## src/core/aocr_defs.svh

```systemverilog
`ifndef AOCR_DEFS_SVH
`define AOCR_DEFS_SVH

// Register offsets
`define AOCR_OFS_OUTPUT_STATE   8'h0C
`define AOCR_OFS_LOW_PAIR       8'h0D
`define AOCR_OFS_MISC_TIMING    8'h10
`define AOCR_OFS_THERMAL        8'h13

// Reset values
`define AOCR_RST_OUTPUT_STATE   8'h1F
`define AOCR_RST_LOW_PAIR       8'h00
`define AOCR_RST_MISC_TIMING    8'h01

// Output state control fields
`define AOCR_BIT_MUTE_ALL       4
`define AOCR_BIT_OFS_NOSHUT     5
`define AOCR_BIT_DEV_RESET      7

// Low state and pairing fields
`define AOCR_BIT_PAIR_12        4
`define AOCR_BIT_PAIR_34        5

// Misc timing fields
`define AOCR_LSB_THRESHOLD      0
`define AOCR_BIT_XTALK          2
`define AOCR_BIT_DIAG_PAUSE     3
`define AOCR_BIT_DIAG_SLOW      4
`define AOCR_BIT_RAMP_SLOW      5
`define AOCR_BIT_RAMP_DOWN_SLOW 7

// Timing
`define AOCR_CLK_PERIOD_PS      64'd5000
`define AOCR_DIAG_PAUSE_MS      64'd20
`define AOCR_DIAG_PAUSE_CYC     ((`AOCR_DIAG_PAUSE_MS * 64'd1000000000) / `AOCR_CLK_PERIOD_PS)
`define AOCR_DIAG_PHASE_CYC     64'd1000
`define AOCR_DIAG_SLOW_FACTOR   4

`endif

```

## src/core/aocr_pkg.sv

```systemverilog
package aocr_pkg;

    typedef enum logic [1:0] {
        AOCR_CH_HIZ     = 2'b00,
        AOCR_CH_MUTE    = 2'b01,
        AOCR_CH_PLAY    = 2'b10,
        AOCR_CH_LOWLOW  = 2'b11
    } aocr_ch_mode_type;

    typedef enum logic [3:0] {
        AOCR_I2C_IDLE   = 4'b0000,
        AOCR_I2C_ADDR   = 4'b0001,
        AOCR_I2C_AACK   = 4'b0010,
        AOCR_I2C_PTR    = 4'b0011,
        AOCR_I2C_PACK   = 4'b0100,
        AOCR_I2C_WR     = 4'b0101,
        AOCR_I2C_WACK   = 4'b0110,
        AOCR_I2C_RD     = 4'b0111,
        AOCR_I2C_RACK   = 4'b1000
    } aocr_i2c_state_type;

    typedef enum logic [2:0] {
        AOCR_DG_IDLE    = 3'b000,
        AOCR_DG_SUPPLY  = 3'b001,
        AOCR_DG_PAUSE   = 3'b010,
        AOCR_DG_GROUND  = 3'b011,
        AOCR_DG_DONE    = 3'b100
    } aocr_diag_state_type;

    typedef struct packed {
        logic       en;
        logic [7:0] addr;
        logic [7:0] data;
    } aocr_wr_type;

    typedef struct packed {
        logic       pair_12;
        logic       pair_34;
        logic       crosstalk_on;
        logic       ramp_slow;
        logic       ramp_down_slow;
        logic [1:0] offset_threshold;
        logic       offset_noshut;
    } aocr_ctrl_type;

endpackage

```

## src/core/aocr_top.sv

```systemverilog
// Function
// - Bits 0..3 of output control: set holds channel high impedance, clear mutes driven.
// - Clearing bit 4 moves every channel that is neither high impedance nor low-low from mute to play.
// - Output control resets to all channels high impedance, muted, offset detect on.
// - Bit 5 stops offset faults shutting channels down; fault still reported.
// - Second output control bits 0..3 force matching channel into low-low state.
// - Bit 4 of second output control pairs channels one and two.
// - Bit 5 of second output control pairs channels three and four.
// - Second output control resets to zero: no low-low, no pairing.
// - Misc bits 1:0 select offset threshold: 0.8 V, 1.6 V default, 2.4 V.
// - Misc bit 2 enables crosstalk enhancement; misc register resets to 0x01.
// - Misc bit 3 inserts a 20 ms pause between load diagnostic phases.
// - Misc bit 4 makes supply and ground short checks last four times longer.
// - Misc bit 5 makes the common voltage ramp three times longer.
// - Misc bit 7 selects slower common voltage ramp-down when leaving mute.
// - Thermal status bits 0..3 read one while channels are in foldback.
// - Thermal status bits 4..7 read one while channels are in overtemperature shutdown.
// - Thermal status reads all zeros by default.
`timescale 1ns/1ps
`include "aocr_defs.svh"

module aocr_top #(
    parameter logic [6:0]  TARGET_ADDR     = 7'h2A,
    parameter logic [31:0] DIAG_PAUSE_CYC  = 32'(`AOCR_DIAG_PAUSE_CYC),
    parameter logic [31:0] DIAG_PHASE_CYC  = 32'(`AOCR_DIAG_PHASE_CYC)
) (
    input  wire logic                        clk,
    input  wire logic                        rst_n,
    input  wire logic                        scl_in,
    input  wire logic                        sda_in,
    output logic                             sda_out,
    output logic                             sda_oe,
    input  wire logic [3:0]                  foldback_in,
    input  wire logic [3:0]                  overtemp_in,
    input  wire logic [3:0]                  offset_fault_in,
    input  wire logic                        diag_start,
    output aocr_pkg::aocr_ch_mode_type [3:0] ch_mode,
    output logic [3:0]                       offset_fault_report,
    output aocr_pkg::aocr_ctrl_type          ctrl,
    output logic                             short_to_supply_check,
    output logic                             short_to_ground_check,
    output logic                             load_diagnostic_busy
);

    // Two-flop synchronisers for the I2C, foldback, overtemp and offset fault pins; diag_start is not synchronised
    logic [13:0] sync_a;
    logic [13:0] sync_b;
    always_ff @(posedge clk or negedge rst_n) begin
        if (!rst_n) begin
            sync_a <= 14'h0003;
            sync_b <= 14'h0003;
        end else begin
            sync_a <= {offset_fault_in, overtemp_in, foldback_in, sda_in, scl_in};
            sync_b <= sync_a;
        end
    end
    wire       scl_s     = sync_b[0];
    wire       sda_s     = sync_b[1];
    wire [3:0] foldback  = sync_b[5:2];
    wire [3:0] overtemp  = sync_b[9:6];
    wire [3:0] ofs_fault = sync_b[13:10];
    logic scl_d;
    logic sda_d;
    always_ff @(posedge clk or negedge rst_n) begin
        if (!rst_n) begin
            scl_d <= 1'b1;
            sda_d <= 1'b1;
        end else begin
            scl_d <= scl_s;
            sda_d <= sda_s;
        end
    end
    wire scl_rise = scl_s & ~scl_d;
    wire scl_fall = ~scl_s & scl_d;
    wire i2c_start = scl_s & scl_d & sda_d & ~sda_s;
    wire i2c_stop  = scl_s & scl_d & ~sda_d & sda_s;
    // Registers
    logic [7:0] output_state_control;
    logic [7:0] low_state_and_pairing;
    logic [7:0] misc_timing_select;
    logic [7:0] thermal_state_flags;
    aocr_pkg::aocr_wr_type wr;

    always_ff @(posedge clk or negedge rst_n) begin
        if (!rst_n) begin
            thermal_state_flags <= 8'h00;
        end else begin
            thermal_state_flags <= {overtemp, foldback};
        end
    end

    function automatic logic [7:0] reg_read(input logic [7:0] a,
                                            input logic [7:0] r0c,
                                            input logic [7:0] r0d,
                                            input logic [7:0] r10,
                                            input logic [7:0] r13);
        case (a)
            `AOCR_OFS_OUTPUT_STATE: reg_read = {1'b0, r0c[6:0]};
            `AOCR_OFS_LOW_PAIR:     reg_read = r0d;
            `AOCR_OFS_MISC_TIMING:  reg_read = r10;
            `AOCR_OFS_THERMAL:      reg_read = r13;
            default:                reg_read = 8'h00;
        endcase
    endfunction
    function automatic logic hit(input aocr_pkg::aocr_wr_type w, input logic [7:0] a);
        hit = w.en && (w.addr == a);
    endfunction
    wire soft_reset = hit(wr, `AOCR_OFS_OUTPUT_STATE) && wr.data[`AOCR_BIT_DEV_RESET];

    // writes only arrive through the I2C target
    always_ff @(posedge clk or negedge rst_n) begin
        if (!rst_n) begin
            output_state_control  <= `AOCR_RST_OUTPUT_STATE;
            low_state_and_pairing <= `AOCR_RST_LOW_PAIR;
            misc_timing_select    <= `AOCR_RST_MISC_TIMING;
        end else if (soft_reset) begin
            output_state_control  <= `AOCR_RST_OUTPUT_STATE;
            low_state_and_pairing <= `AOCR_RST_LOW_PAIR;
            misc_timing_select    <= `AOCR_RST_MISC_TIMING;
        end else begin
            if (hit(wr, `AOCR_OFS_OUTPUT_STATE)) begin
                output_state_control <= {1'b0, wr.data[6:0]};
            end
            if (hit(wr, `AOCR_OFS_LOW_PAIR)) begin
                low_state_and_pairing <= wr.data;
            end
            if (hit(wr, `AOCR_OFS_MISC_TIMING)) begin
                misc_timing_select <= wr.data;
            end
        end
    end

    // I2C target
    aocr_pkg::aocr_i2c_state_type state;
    logic [3:0] bitcnt;
    logic [7:0] shreg;
    logic [7:0] ptr;
    logic       rw;
    logic       nacked;

    wire [7:0] ptr_inc = ptr + 8'h01;
    wire [7:0] rd_now  = reg_read(ptr, output_state_control, low_state_and_pairing,
                                  misc_timing_select, thermal_state_flags);
    wire [7:0] rd_next = reg_read(ptr_inc, output_state_control, low_state_and_pairing,
                                  misc_timing_select, thermal_state_flags);
    wire rx_state  = (state == aocr_pkg::AOCR_I2C_ADDR) || (state == aocr_pkg::AOCR_I2C_PTR)
                     || (state == aocr_pkg::AOCR_I2C_WR);
    wire byte_done = (bitcnt == 4'd8);
    assign sda_out = 1'b0;

    always_ff @(posedge clk or negedge rst_n) begin
        if (!rst_n) begin
            state  <= aocr_pkg::AOCR_I2C_IDLE;
            bitcnt <= 4'd0;
            shreg  <= 8'h00;
            ptr    <= 8'h00;
            rw     <= 1'b0;
            nacked <= 1'b0;
            sda_oe <= 1'b0;
            wr     <= '0;
        end else begin
            wr.en <= 1'b0;
            if (i2c_start) begin
                state  <= aocr_pkg::AOCR_I2C_ADDR;
                bitcnt <= 4'd0;
                sda_oe <= 1'b0;
            end else if (i2c_stop) begin
                state  <= aocr_pkg::AOCR_I2C_IDLE;
                sda_oe <= 1'b0;
            end else if (scl_rise) begin
                if (rx_state && !byte_done) begin
                    shreg  <= {shreg[6:0], sda_s};
                    bitcnt <= bitcnt + 4'd1;
                end
                if (state == aocr_pkg::AOCR_I2C_RACK) begin
                    nacked <= sda_s;
                end
            end else if (scl_fall) begin
                case (state)
                    aocr_pkg::AOCR_I2C_ADDR: begin
                        if (byte_done) begin
                            if (shreg[7:1] == TARGET_ADDR) begin
                                rw     <= shreg[0];
                                sda_oe <= 1'b1;
                                state  <= aocr_pkg::AOCR_I2C_AACK;
                            end else begin
                                state <= aocr_pkg::AOCR_I2C_IDLE;
                            end
                        end
                    end
                    aocr_pkg::AOCR_I2C_AACK: begin
                        bitcnt <= 4'd0;
                        if (rw) begin
                            shreg  <= rd_now;
                            sda_oe <= ~rd_now[7];
                            state  <= aocr_pkg::AOCR_I2C_RD;
                        end else begin
                            sda_oe <= 1'b0;
                            state  <= aocr_pkg::AOCR_I2C_PTR;
                        end
                    end
                    aocr_pkg::AOCR_I2C_PTR: begin
                        if (byte_done) begin
                            ptr    <= shreg;
                            sda_oe <= 1'b1;
                            state  <= aocr_pkg::AOCR_I2C_PACK;
                        end
                    end
                    aocr_pkg::AOCR_I2C_WR: begin
                        if (byte_done) begin
                            wr     <= '{en: 1'b1, addr: ptr, data: shreg};
                            ptr    <= ptr_inc;
                            sda_oe <= 1'b1;
                            state  <= aocr_pkg::AOCR_I2C_WACK;
                        end
                    end
                    aocr_pkg::AOCR_I2C_PACK,
                    aocr_pkg::AOCR_I2C_WACK: begin
                        bitcnt <= 4'd0;
                        sda_oe <= 1'b0;
                        state  <= aocr_pkg::AOCR_I2C_WR;
                    end
                    aocr_pkg::AOCR_I2C_RD: begin
                        if (bitcnt == 4'd7) begin
                            sda_oe <= 1'b0;
                            state  <= aocr_pkg::AOCR_I2C_RACK;
                        end else begin
                            shreg  <= {shreg[6:0], 1'b0};
                            sda_oe <= ~shreg[6];
                            bitcnt <= bitcnt + 4'd1;
                        end
                    end
                    aocr_pkg::AOCR_I2C_RACK: begin
                        // Controller NACK ends the read; wait for stop
                        if (nacked) begin
                            state <= aocr_pkg::AOCR_I2C_IDLE;
                        end else begin
                            ptr    <= ptr_inc;
                            shreg  <= rd_next;
                            sda_oe <= ~rd_next[7];
                            bitcnt <= 4'd0;
                            state  <= aocr_pkg::AOCR_I2C_RD;
                        end
                    end
                    default: begin
                        state <= aocr_pkg::AOCR_I2C_IDLE;
                    end
                endcase
            end
        end
    end
    // Channel output state
    wire       mute_all = output_state_control[`AOCR_BIT_MUTE_ALL];
    wire       noshut   = output_state_control[`AOCR_BIT_OFS_NOSHUT];

    genvar ch;
    generate
        for (ch = 0; ch < 4; ch = ch + 1) begin : g_ch
            wire hiz_bit  = output_state_control[ch];
            wire low_bit  = low_state_and_pairing[ch];
            wire ofs_shut = ofs_fault[ch] & ~noshut;
            aocr_pkg::aocr_ch_mode_type next_mode;
            // Low-low wins so a forced safe state is never overridden
            // low-low force
            assign next_mode = low_bit  ? aocr_pkg::AOCR_CH_LOWLOW :
                               (hiz_bit || ofs_shut) ? aocr_pkg::AOCR_CH_HIZ :
                               mute_all ? aocr_pkg::AOCR_CH_MUTE : aocr_pkg::AOCR_CH_PLAY;
            always_ff @(posedge clk or negedge rst_n) begin
                if (!rst_n) begin
                    ch_mode[ch] <= aocr_pkg::AOCR_CH_HIZ;
                end else begin
                    ch_mode[ch] <= next_mode;
                end
            end
        end
    endgenerate
    // Control outputs
    always_ff @(posedge clk or negedge rst_n) begin
        if (!rst_n) begin
            ctrl                <= '0;
            offset_fault_report <= 4'h0;
        end else begin
            offset_fault_report    <= ofs_fault;
            ctrl.pair_12           <= low_state_and_pairing[`AOCR_BIT_PAIR_12];
            ctrl.pair_34           <= low_state_and_pairing[`AOCR_BIT_PAIR_34];
            ctrl.crosstalk_on      <= misc_timing_select[`AOCR_BIT_XTALK];
            ctrl.ramp_slow         <= misc_timing_select[`AOCR_BIT_RAMP_SLOW];
            ctrl.ramp_down_slow    <= misc_timing_select[`AOCR_BIT_RAMP_DOWN_SLOW];
            ctrl.offset_threshold  <= misc_timing_select[`AOCR_LSB_THRESHOLD +: 2];
            ctrl.offset_noshut     <= noshut;
        end
    end

    // Load diagnostic phase sequencer
    aocr_pkg::aocr_diag_state_type dg_state;
    logic [31:0] dg_cnt;
    wire [31:0] phase_len = misc_timing_select[`AOCR_BIT_DIAG_SLOW]
                            ? DIAG_PHASE_CYC * `AOCR_DIAG_SLOW_FACTOR : DIAG_PHASE_CYC;
    wire        pause_on  = misc_timing_select[`AOCR_BIT_DIAG_PAUSE];
    wire        dg_last   = (dg_cnt <= 32'd1);

    always_ff @(posedge clk or negedge rst_n) begin
        if (!rst_n) begin
            dg_state <= aocr_pkg::AOCR_DG_IDLE;
            dg_cnt   <= 32'd0;
        end else begin
            if (!dg_last) begin
                dg_cnt <= dg_cnt - 32'd1;
            end
            case (dg_state)
                aocr_pkg::AOCR_DG_IDLE: begin
                    if (diag_start) begin
                        dg_cnt   <= phase_len;
                        dg_state <= aocr_pkg::AOCR_DG_SUPPLY;
                    end
                end
                aocr_pkg::AOCR_DG_SUPPLY: begin
                    if (dg_last) begin
                        dg_cnt   <= pause_on ? DIAG_PAUSE_CYC : phase_len;
                        dg_state <= pause_on ? aocr_pkg::AOCR_DG_PAUSE : aocr_pkg::AOCR_DG_GROUND;
                    end
                end
                aocr_pkg::AOCR_DG_PAUSE: begin
                    if (dg_last) begin
                        dg_cnt   <= phase_len;
                        dg_state <= aocr_pkg::AOCR_DG_GROUND;
                    end
                end
                aocr_pkg::AOCR_DG_GROUND: begin
                    if (dg_last) begin
                        dg_state <= aocr_pkg::AOCR_DG_DONE;
                    end
                end
                aocr_pkg::AOCR_DG_DONE: begin
                    dg_state <= aocr_pkg::AOCR_DG_IDLE;
                end
                default: begin
                    dg_state <= aocr_pkg::AOCR_DG_IDLE;
                end
            endcase
        end
    end

    assign short_to_supply_check = (dg_state == aocr_pkg::AOCR_DG_SUPPLY);
    assign short_to_ground_check = (dg_state == aocr_pkg::AOCR_DG_GROUND);
    assign load_diagnostic_busy  = (dg_state != aocr_pkg::AOCR_DG_IDLE);

endmodule

```

## config.mk

```make
export PLATFORM = sky130hd
export DESIGN_NAME = aocr_top
export DESIGN_NICKNAME = d
export VERILOG_FILES = /design/src/core/aocr_pkg.sv /design/src/core/aocr_top.sv
export VERILOG_INCLUDE_DIRS = /design/src /design/src/core
export SDC_FILE = /design/constraint.sdc
export NUM_CORES = 1
export LEC_CHECK = 0
export BUFFER_PORTS_ARGS = -buffer_cell sky130_fd_sc_hd__buf_2
export CELL_PAD_IN_SITES_DETAIL_PLACEMENT = 1
export CELL_PAD_IN_SITES_GLOBAL_PLACEMENT = 1
export CORE_ASPECT_RATIO = 0.9
export CORE_UTILIZATION = 35
export CTS_CLUSTER_SIZE = 30
export DETAILED_ROUTE_END_ITERATION = 16
export PLACE_DENSITY = 0.63
export RECOVER_POWER = 25
export SYNTH_ARGS = -nofsm -noshare
export SYNTH_HDL_FRONTEND = slang
export SYNTH_SLANG_ARGS = --single-unit
export TNS_END_PERCENT = 1
```

## constraint.sdc

```tcl
create_clock -name clk -period 3.75 [get_ports clk]
set_clock_uncertainty 0.15 [all_clocks]
set_input_delay 0.75 -clock clk [delete_from_list [all_inputs] [get_ports clk]]
set_output_delay 0.75 -clock clk [all_outputs]
set_load 0.05 [all_outputs]
```

==> results of run 1 <==
[where the power goes]
group	internal [mW]	switching (mW)	total, mW
Combinational	0.311	0.440	0.750
Sequential	1.90	0.251	2.15
Clock	0.888	0.710	1.60
[through the flow]
stage	instance area [um2]	util	instances
final	8670	0.411	1069
after global routing	8670	0.411	1069
after CTS	8680	0.412	1069
after detailed placement	8140	0.386	1037
after global placement	8140	0.386	1037
after floorplan	7620	-	739
[layer usage]
metal	wire length, um	up-vias
met5	0	-
met4	163	0
met3	860	16
met2	9420	142
met1	10000	3059
li1	-	2741
[kinds of logic after synthesis]
logic type,share of synthesized area
mux,0.0409
compound gates,0.158
xor+xnor,0.0345
fa+ha+maj,0.0230
flops,0.528
buf+inv,0.0332
other cells,0.000492
simple gates,0.182
[worst reg2reg max path, delay by kind of cell, from the launching register on]
kind,cells,cell delay (ns)
AOI/OAI and AO/OA,2,0.50
DFF,1,0.41
and+or+nand+nor,4,2.14
[area by class of cell]
class	count	share of cell area
Multi-Input combinational cell	516	0.386
Clock inverter	11	0.00938
Tap cell	286	0.0413
Inverter	19	0.00822
Clock buffer	21	0.0531
Timing Repair Buffer	56	0.0384
Sequential cell	160	0.463
[worst paths after layout]
path | endpoint | slack [ns] | depth (start not counted) | startpoint
worst min register to register | thermal_state_flags[0]$_DFF_PN0_ | 0.20 | 0 | sync_b[2]$_DFF_PN0_
worst min-delay path | thermal_state_flags[0]$_DFF_PN0_ | 0.20 | 0 | sync_b[2]$_DFF_PN0_
min in group asynchronous | offset_fault_report[1]$_DFF_PN0_ | 0.69 | 1 | rst_n
worst max register to register | dg_cnt[10]$_DFF_PN0_ | 0.47 | 6 | dg_cnt[23]$_DFF_PN0_
max in group asynchronous | output_state_control[0]$_DFFE_PN1P_ | 1.51 | 2 | rst_n
worst max-delay path | dg_cnt[10]$_DFF_PN0_ | 0.47 | 6 | dg_cnt[23]$_DFF_PN0_
[cells in the final DEF, fill, tap and decap left out, types with 15 or more instances in the layout]
cell and count:
a21oi_1 38, a22o_1 21, buf_2 39, buf_4 15, clkbuf_16 17, dfrtp_1 148, inv_1 19, mux2_2 16
nand2_1 45, nand3_1 23, nor2_1 82, nor3_1 21, o21ai_0 29, xor2_1 16
[sequential cells by signal, summed over array words and instances, names as in the netlist, 14 cells and up]
| name | flops |
|---|---|
| wr | 17 |
| sync_a | 14 |
| sync_b | 14 |
| dg_cnt | 32 |
==> results_dict.tcl, run 1 <==
set metrics [dict create \
    status "finished with violations" \
    violations "max-capacitance violations, max-slew violations" \
    drive_gt1_frac 0.160 \
    syn_nets 770 \
    tns_ns 0 \
    crit_family "simple AND/OR/NAND/NOR gates" \
    netlist.area_leader.share 0.486 \
    synth_edf_count 0 \
    wl_per_cell_um 19.2 \
    maxSlewViolCount 74 \
    slowest_delay_ns 0.69 \
    postSynthCellCount 739 \
    yosys.cell_types.count 66 \
    critPathMaxFanout 21 \
    synth_commonest_cells "dfrtp_1, nor2_1, nand2_1" \
    fp.dieH_um 142 \
    clk-insertion-delay-late_ns 0.42 \
    power.total_mw 4.49 \
    yosysWarnings 0 \
    start_util 0.361 \
    finalWorstSetupSlack_ns 0.472 \
    leakage_nw 3.80 \
    clk_pin_slew_worst_paths_ns 0.06 \
    core_area_um2 21100 \
    critical_path_class "reg -> reg" \
    grt_use_total 0.197 \
    die_x_um 157 \
    setup.worst_path.end_class "register" \
    insertedDiodeCount 0 \
    ir_drop_mv 0.292 \
    place_ws_ns 0.477 \
    dp_hpwl_um 14400 \
    drtIter0Drc 466 \
    overflow 0 \
    synthArstFlopShare 1.00 \
    hold_violations 0 \
    area_delta_synth_final_pct 13.9 \
    vias 5958 \
    synth-seq-cells 160 \
    cts.repair.resized 0 \
    cts_sinks 160 \
    cts_root_buf "clkbuf_16" \
    rsz0062_at_grt "no" \
    antenna_left 0 \
    busiest_layer "met2" \
    n_fill_cell 2380 \
    cts_made_buffers 17 \
    finalSetupViolCount 0 \
    drt-pass1-iter-count 5 \
    drc 0 \
    yosys-top-cells-area "dfrtp_1, dfstp_2, nor2_1" \
    antenna_found_initial 0 \
    nNetsFinal 801 \
    postCtsHoldBufs 0 \
    vias_per_cell 5.57 \
    cts_tree "built" \
    power_density_nw_per_um2 518 \
    cp_common_cell "or4_4" \
    cp_num_buf_inv 0 \
    yosys.cell_count.top_type "dfrtp_1" \
    cpMaxStageDelayCell "or4_4" \
    startpoint_type "register" \
    synth-main-ff-cell "dfrtp_1" \
    port_buffers 40 \
    grt_pass1_wl_um 34000 \
    cp.required_ns 3.94 \
    syn_avg_cell_area_um2 10.3 \
    gr-usage-met3 0.0368 \
    worstMarginPinSlew_ns 1.86 \
    met2_usage 0.307 \
    slew_headroom -0.238 \
    worstPathCellList "or4_4 > or4b_4 > or4_4 > a21boi_1 > and2_1 > o2bb2ai_1" \
    fp-row-count 50 \
    drt_wl_total_um 20500 \
    worst_hold_slack_ns 0.197 \
    place.gp.congestion 0.846 \
    seqCellArea_um2 4020 \
    worst_hold_path_type "reg -> reg" \
    worstPathArrival_ns 3.47 \
    htree_levels 4 \
    period_share 0.874 \
    multi_input_area_um2 3350 \
    cap_violations 1 \
    max_freq_mhz 305 \
    synth.yosys.seq_area_share 0.528 \
    grt_max_degree 75 \
    grt_pass1_vias 6264 \
    postCtsSetupBuffers 0 \
    io-pin-count 42 \
    die-area_um2 22400 \
    finalCriticalPeriod_ns 3.28 \
    cts_buffer_depth 2 \
    grt.met1_usage 0.280 \
    synthesis.area_um2 7620 \
    yosys.area.top_type "dfrtp_1" \
]
(Power assumes the default switching activity.)
==> run 2: changes to the inputs <==
- CTS_BUF_LIST: default -> sky130_fd_sc_hd__clkbuf_8
==> run 2 against run 1 <==
  * The flow still finishes with violations (max-capacitance violations, max-slew violations)
  * Total power decreased by 10%
  * Flip-flop and latch count stayed put
  * Combinational power is essentially flat
  * Non-clock buffer count is the same
  * Utilization decreased by 0.91 points
  * Sequential power is essentially flat
  * Global-route usage shrank 0.087 points
  * Critical path type unchanged
==> results_dict.tcl, run 2 (same netlist as run 1, synthesis figures left out) <==
set metrics [dict create \
    p_int_mw 2.70 \
    seqPwrFrac 0.530 \
    final_core_util 0.402 \
    cts_tree "built" \
    cp.required_ns 3.98 \
    dp_hpwl_um 14400 \
    rsz0062_at_grt "no" \
    finalCriticalPeriod_ns 3.29 \
    drt-pass1-iter-count 5 \
    place_ws_ns 0.477 \
    power_density_nw_per_um2 477 \
    violations "max-capacitance violations, max-slew violations" \
    tns_ns 0 \
    postCtsSetupBuffers 0 \
    cp_num_buf_inv 0 \
    slowest_delay_ns 0.69 \
    worstPathCellList "or4_4 > or4b_4 > or4_4 > a21boi_1 > and2_1 > o2bb2ai_1" \
    grt_pass1_wl_um 33700 \
    placed_area_um2 8140 \
    p_switching_mw 1.35 \
    drtIter0Drc 429 \
    core_area_um2 21100 \
    critical_path_class "reg -> reg" \
    nNetsFinal 801 \
    clk_pin_slew_worst_paths_ns 0.08 \
    mostFrequentLayoutCell "dfrtp_1" \
    io-pin-count 42 \
    finalWorstSetupSlack_ns 0.457 \
    start_util 0.361 \
    port_buffers 40 \
    die-area_um2 22400 \
    drc 0 \
    die_x_um 157 \
    cp_common_cell "or4_4" \
    wl_per_cell_um 19.1 \
    r2r-start "dg_cnt[23]$_DFF_PN0_" \
    cts_root_buf "clkbuf_8" \
    slew_headroom -0.248 \
    p_sw_frac 0.334 \
    insertedDiodeCount 0 \
    power.total_mw 4.05 \
    grt_pass1_vias 6241 \
    reg_top3 "dg_cnt x32, wr x17" \
    cts.repair.resized 0 \
    clk-insertion-delay-late_ns 0.45 \
    worstPathArrival_ns 3.52 \
    cap_violations 1 \
    max_freq_mhz 304 \
    setup.worst_path.end_class "register" \
    hold_violations 0 \
    pwr-share-clk 0.285 \
    grt_max_degree 75 \
    leakage_nw 3.72 \
    place.gp.congestion 0.846 \
    drive_gt1_frac 0.160 \
    crit_family "simple AND/OR/NAND/NOR gates" \
    drt_wl_total_um 20500 \
    maxSlewViolCount 74 \
    htree_levels 4 \
    cts_made_buffers 17 \
    postCtsHoldBufs 0 \
    largest_reg_flops 32 \
    fp-row-count 50 \
    finalSetupViolCount 0 \
    cpMaxStageDelayCell "or4_4" \
    worstMarginPinSlew_ns 1.87 \
    grt_use_total 0.196 \
    antenna_found_initial 0 \
    min_from "sync_b[2]$_DFF_PN0_" \
    period_share 0.878 \
    area_delta_synth_final_pct 11.4 \
    antenna_left 0 \
    critPathMaxFanout 21 \
    fp.dieH_um 142 \
    vias_per_cell 5.53 \
    vias 5910 \
    fin_area_um2 8480 \
    mostFrequentLayoutCells "dfrtp_1, nor2_1, nand2_1" \
    worst_hold_path_type "reg -> reg" \
    top_register "dg_cnt" \
    startpoint_type "register" \
    cts_sinks 160 \
    status "finished with violations" \
    cts_buffer_depth 2 \
    pwr-share-comb 0.185 \
    overflow 0 \
    ir_drop_mv 0.234 \
    critPathLaunch "dg_cnt[23]$_DFF_PN0_" \
]
## run 2: changes by cell type in the layout (fill, tap and decap cells not counted), sizes merged
cell	delta
clkbuf	-2
inv	+2
## run 2: final cells by class
class                   count  area [um2]
fillers                  2406       12600
flip-flops and latches    160        4020
multi-input cells         516        3350
well taps                 286         358
repair buffers             56         333
clock buffers              19         262
clock inverters            13        88.8
inverters                  19        71.3
## run 2: path summary, 6_finish.rpt
check	endpoint	slack, ns	depth (start not counted)
max reg2reg	dg_cnt[10]$_DFF_PN0_	0.46	6
max in group asynchronous	output_state_control[0]$_DFFE_PN1P_	1.53	2
min in group asynchronous	offset_fault_report[1]$_DFF_PN0_	0.65	1
max	dg_cnt[10]$_DFF_PN0_	0.46	6
min	thermal_state_flags[0]$_DFF_PN0_	0.20	0
min reg2reg	thermal_state_flags[0]$_DFF_PN0_	0.20	0
## run 2: per-stage QoR
| step | hold WS, ns | cells |
|---|---|---|
| 2_1_floorplan | 0.181 | 739 |
| 3_3_place_gp | 0.185 | 1037 |
| 3_5_place_dp | 0.186 | 1037 |
| 4_1_cts | 0.170 | 1069 |
| 5_1_grt | 0.201 | 1069 |
| 6_report | 0.203 | 1069 |
## run 2: routing by layer
metal,global-route usage,up-vias,share of wire
met5,0,-,0
met4,0.0511,0,0.0060
met3,0.0384,8,0.045
met2,0.300,134,0.46
met1,0.281,3040,0.49
li1,-,2728,-
## run 2: power by group through the flow
stage / clock [mW] / sequential [mW] / combinational [mW]
2_1_floorplan: 0 / 2.08 / 0.546
3_3_place_gp: 0 / 2.16 / 0.721
3_5_place_dp: 0 / 2.17 / 0.751
4_1_cts: 1.20 / 2.14 / 0.755
5_1_grt: 1.27 / 2.17 / 0.848
6_report: 1.15 / 2.14 / 0.749
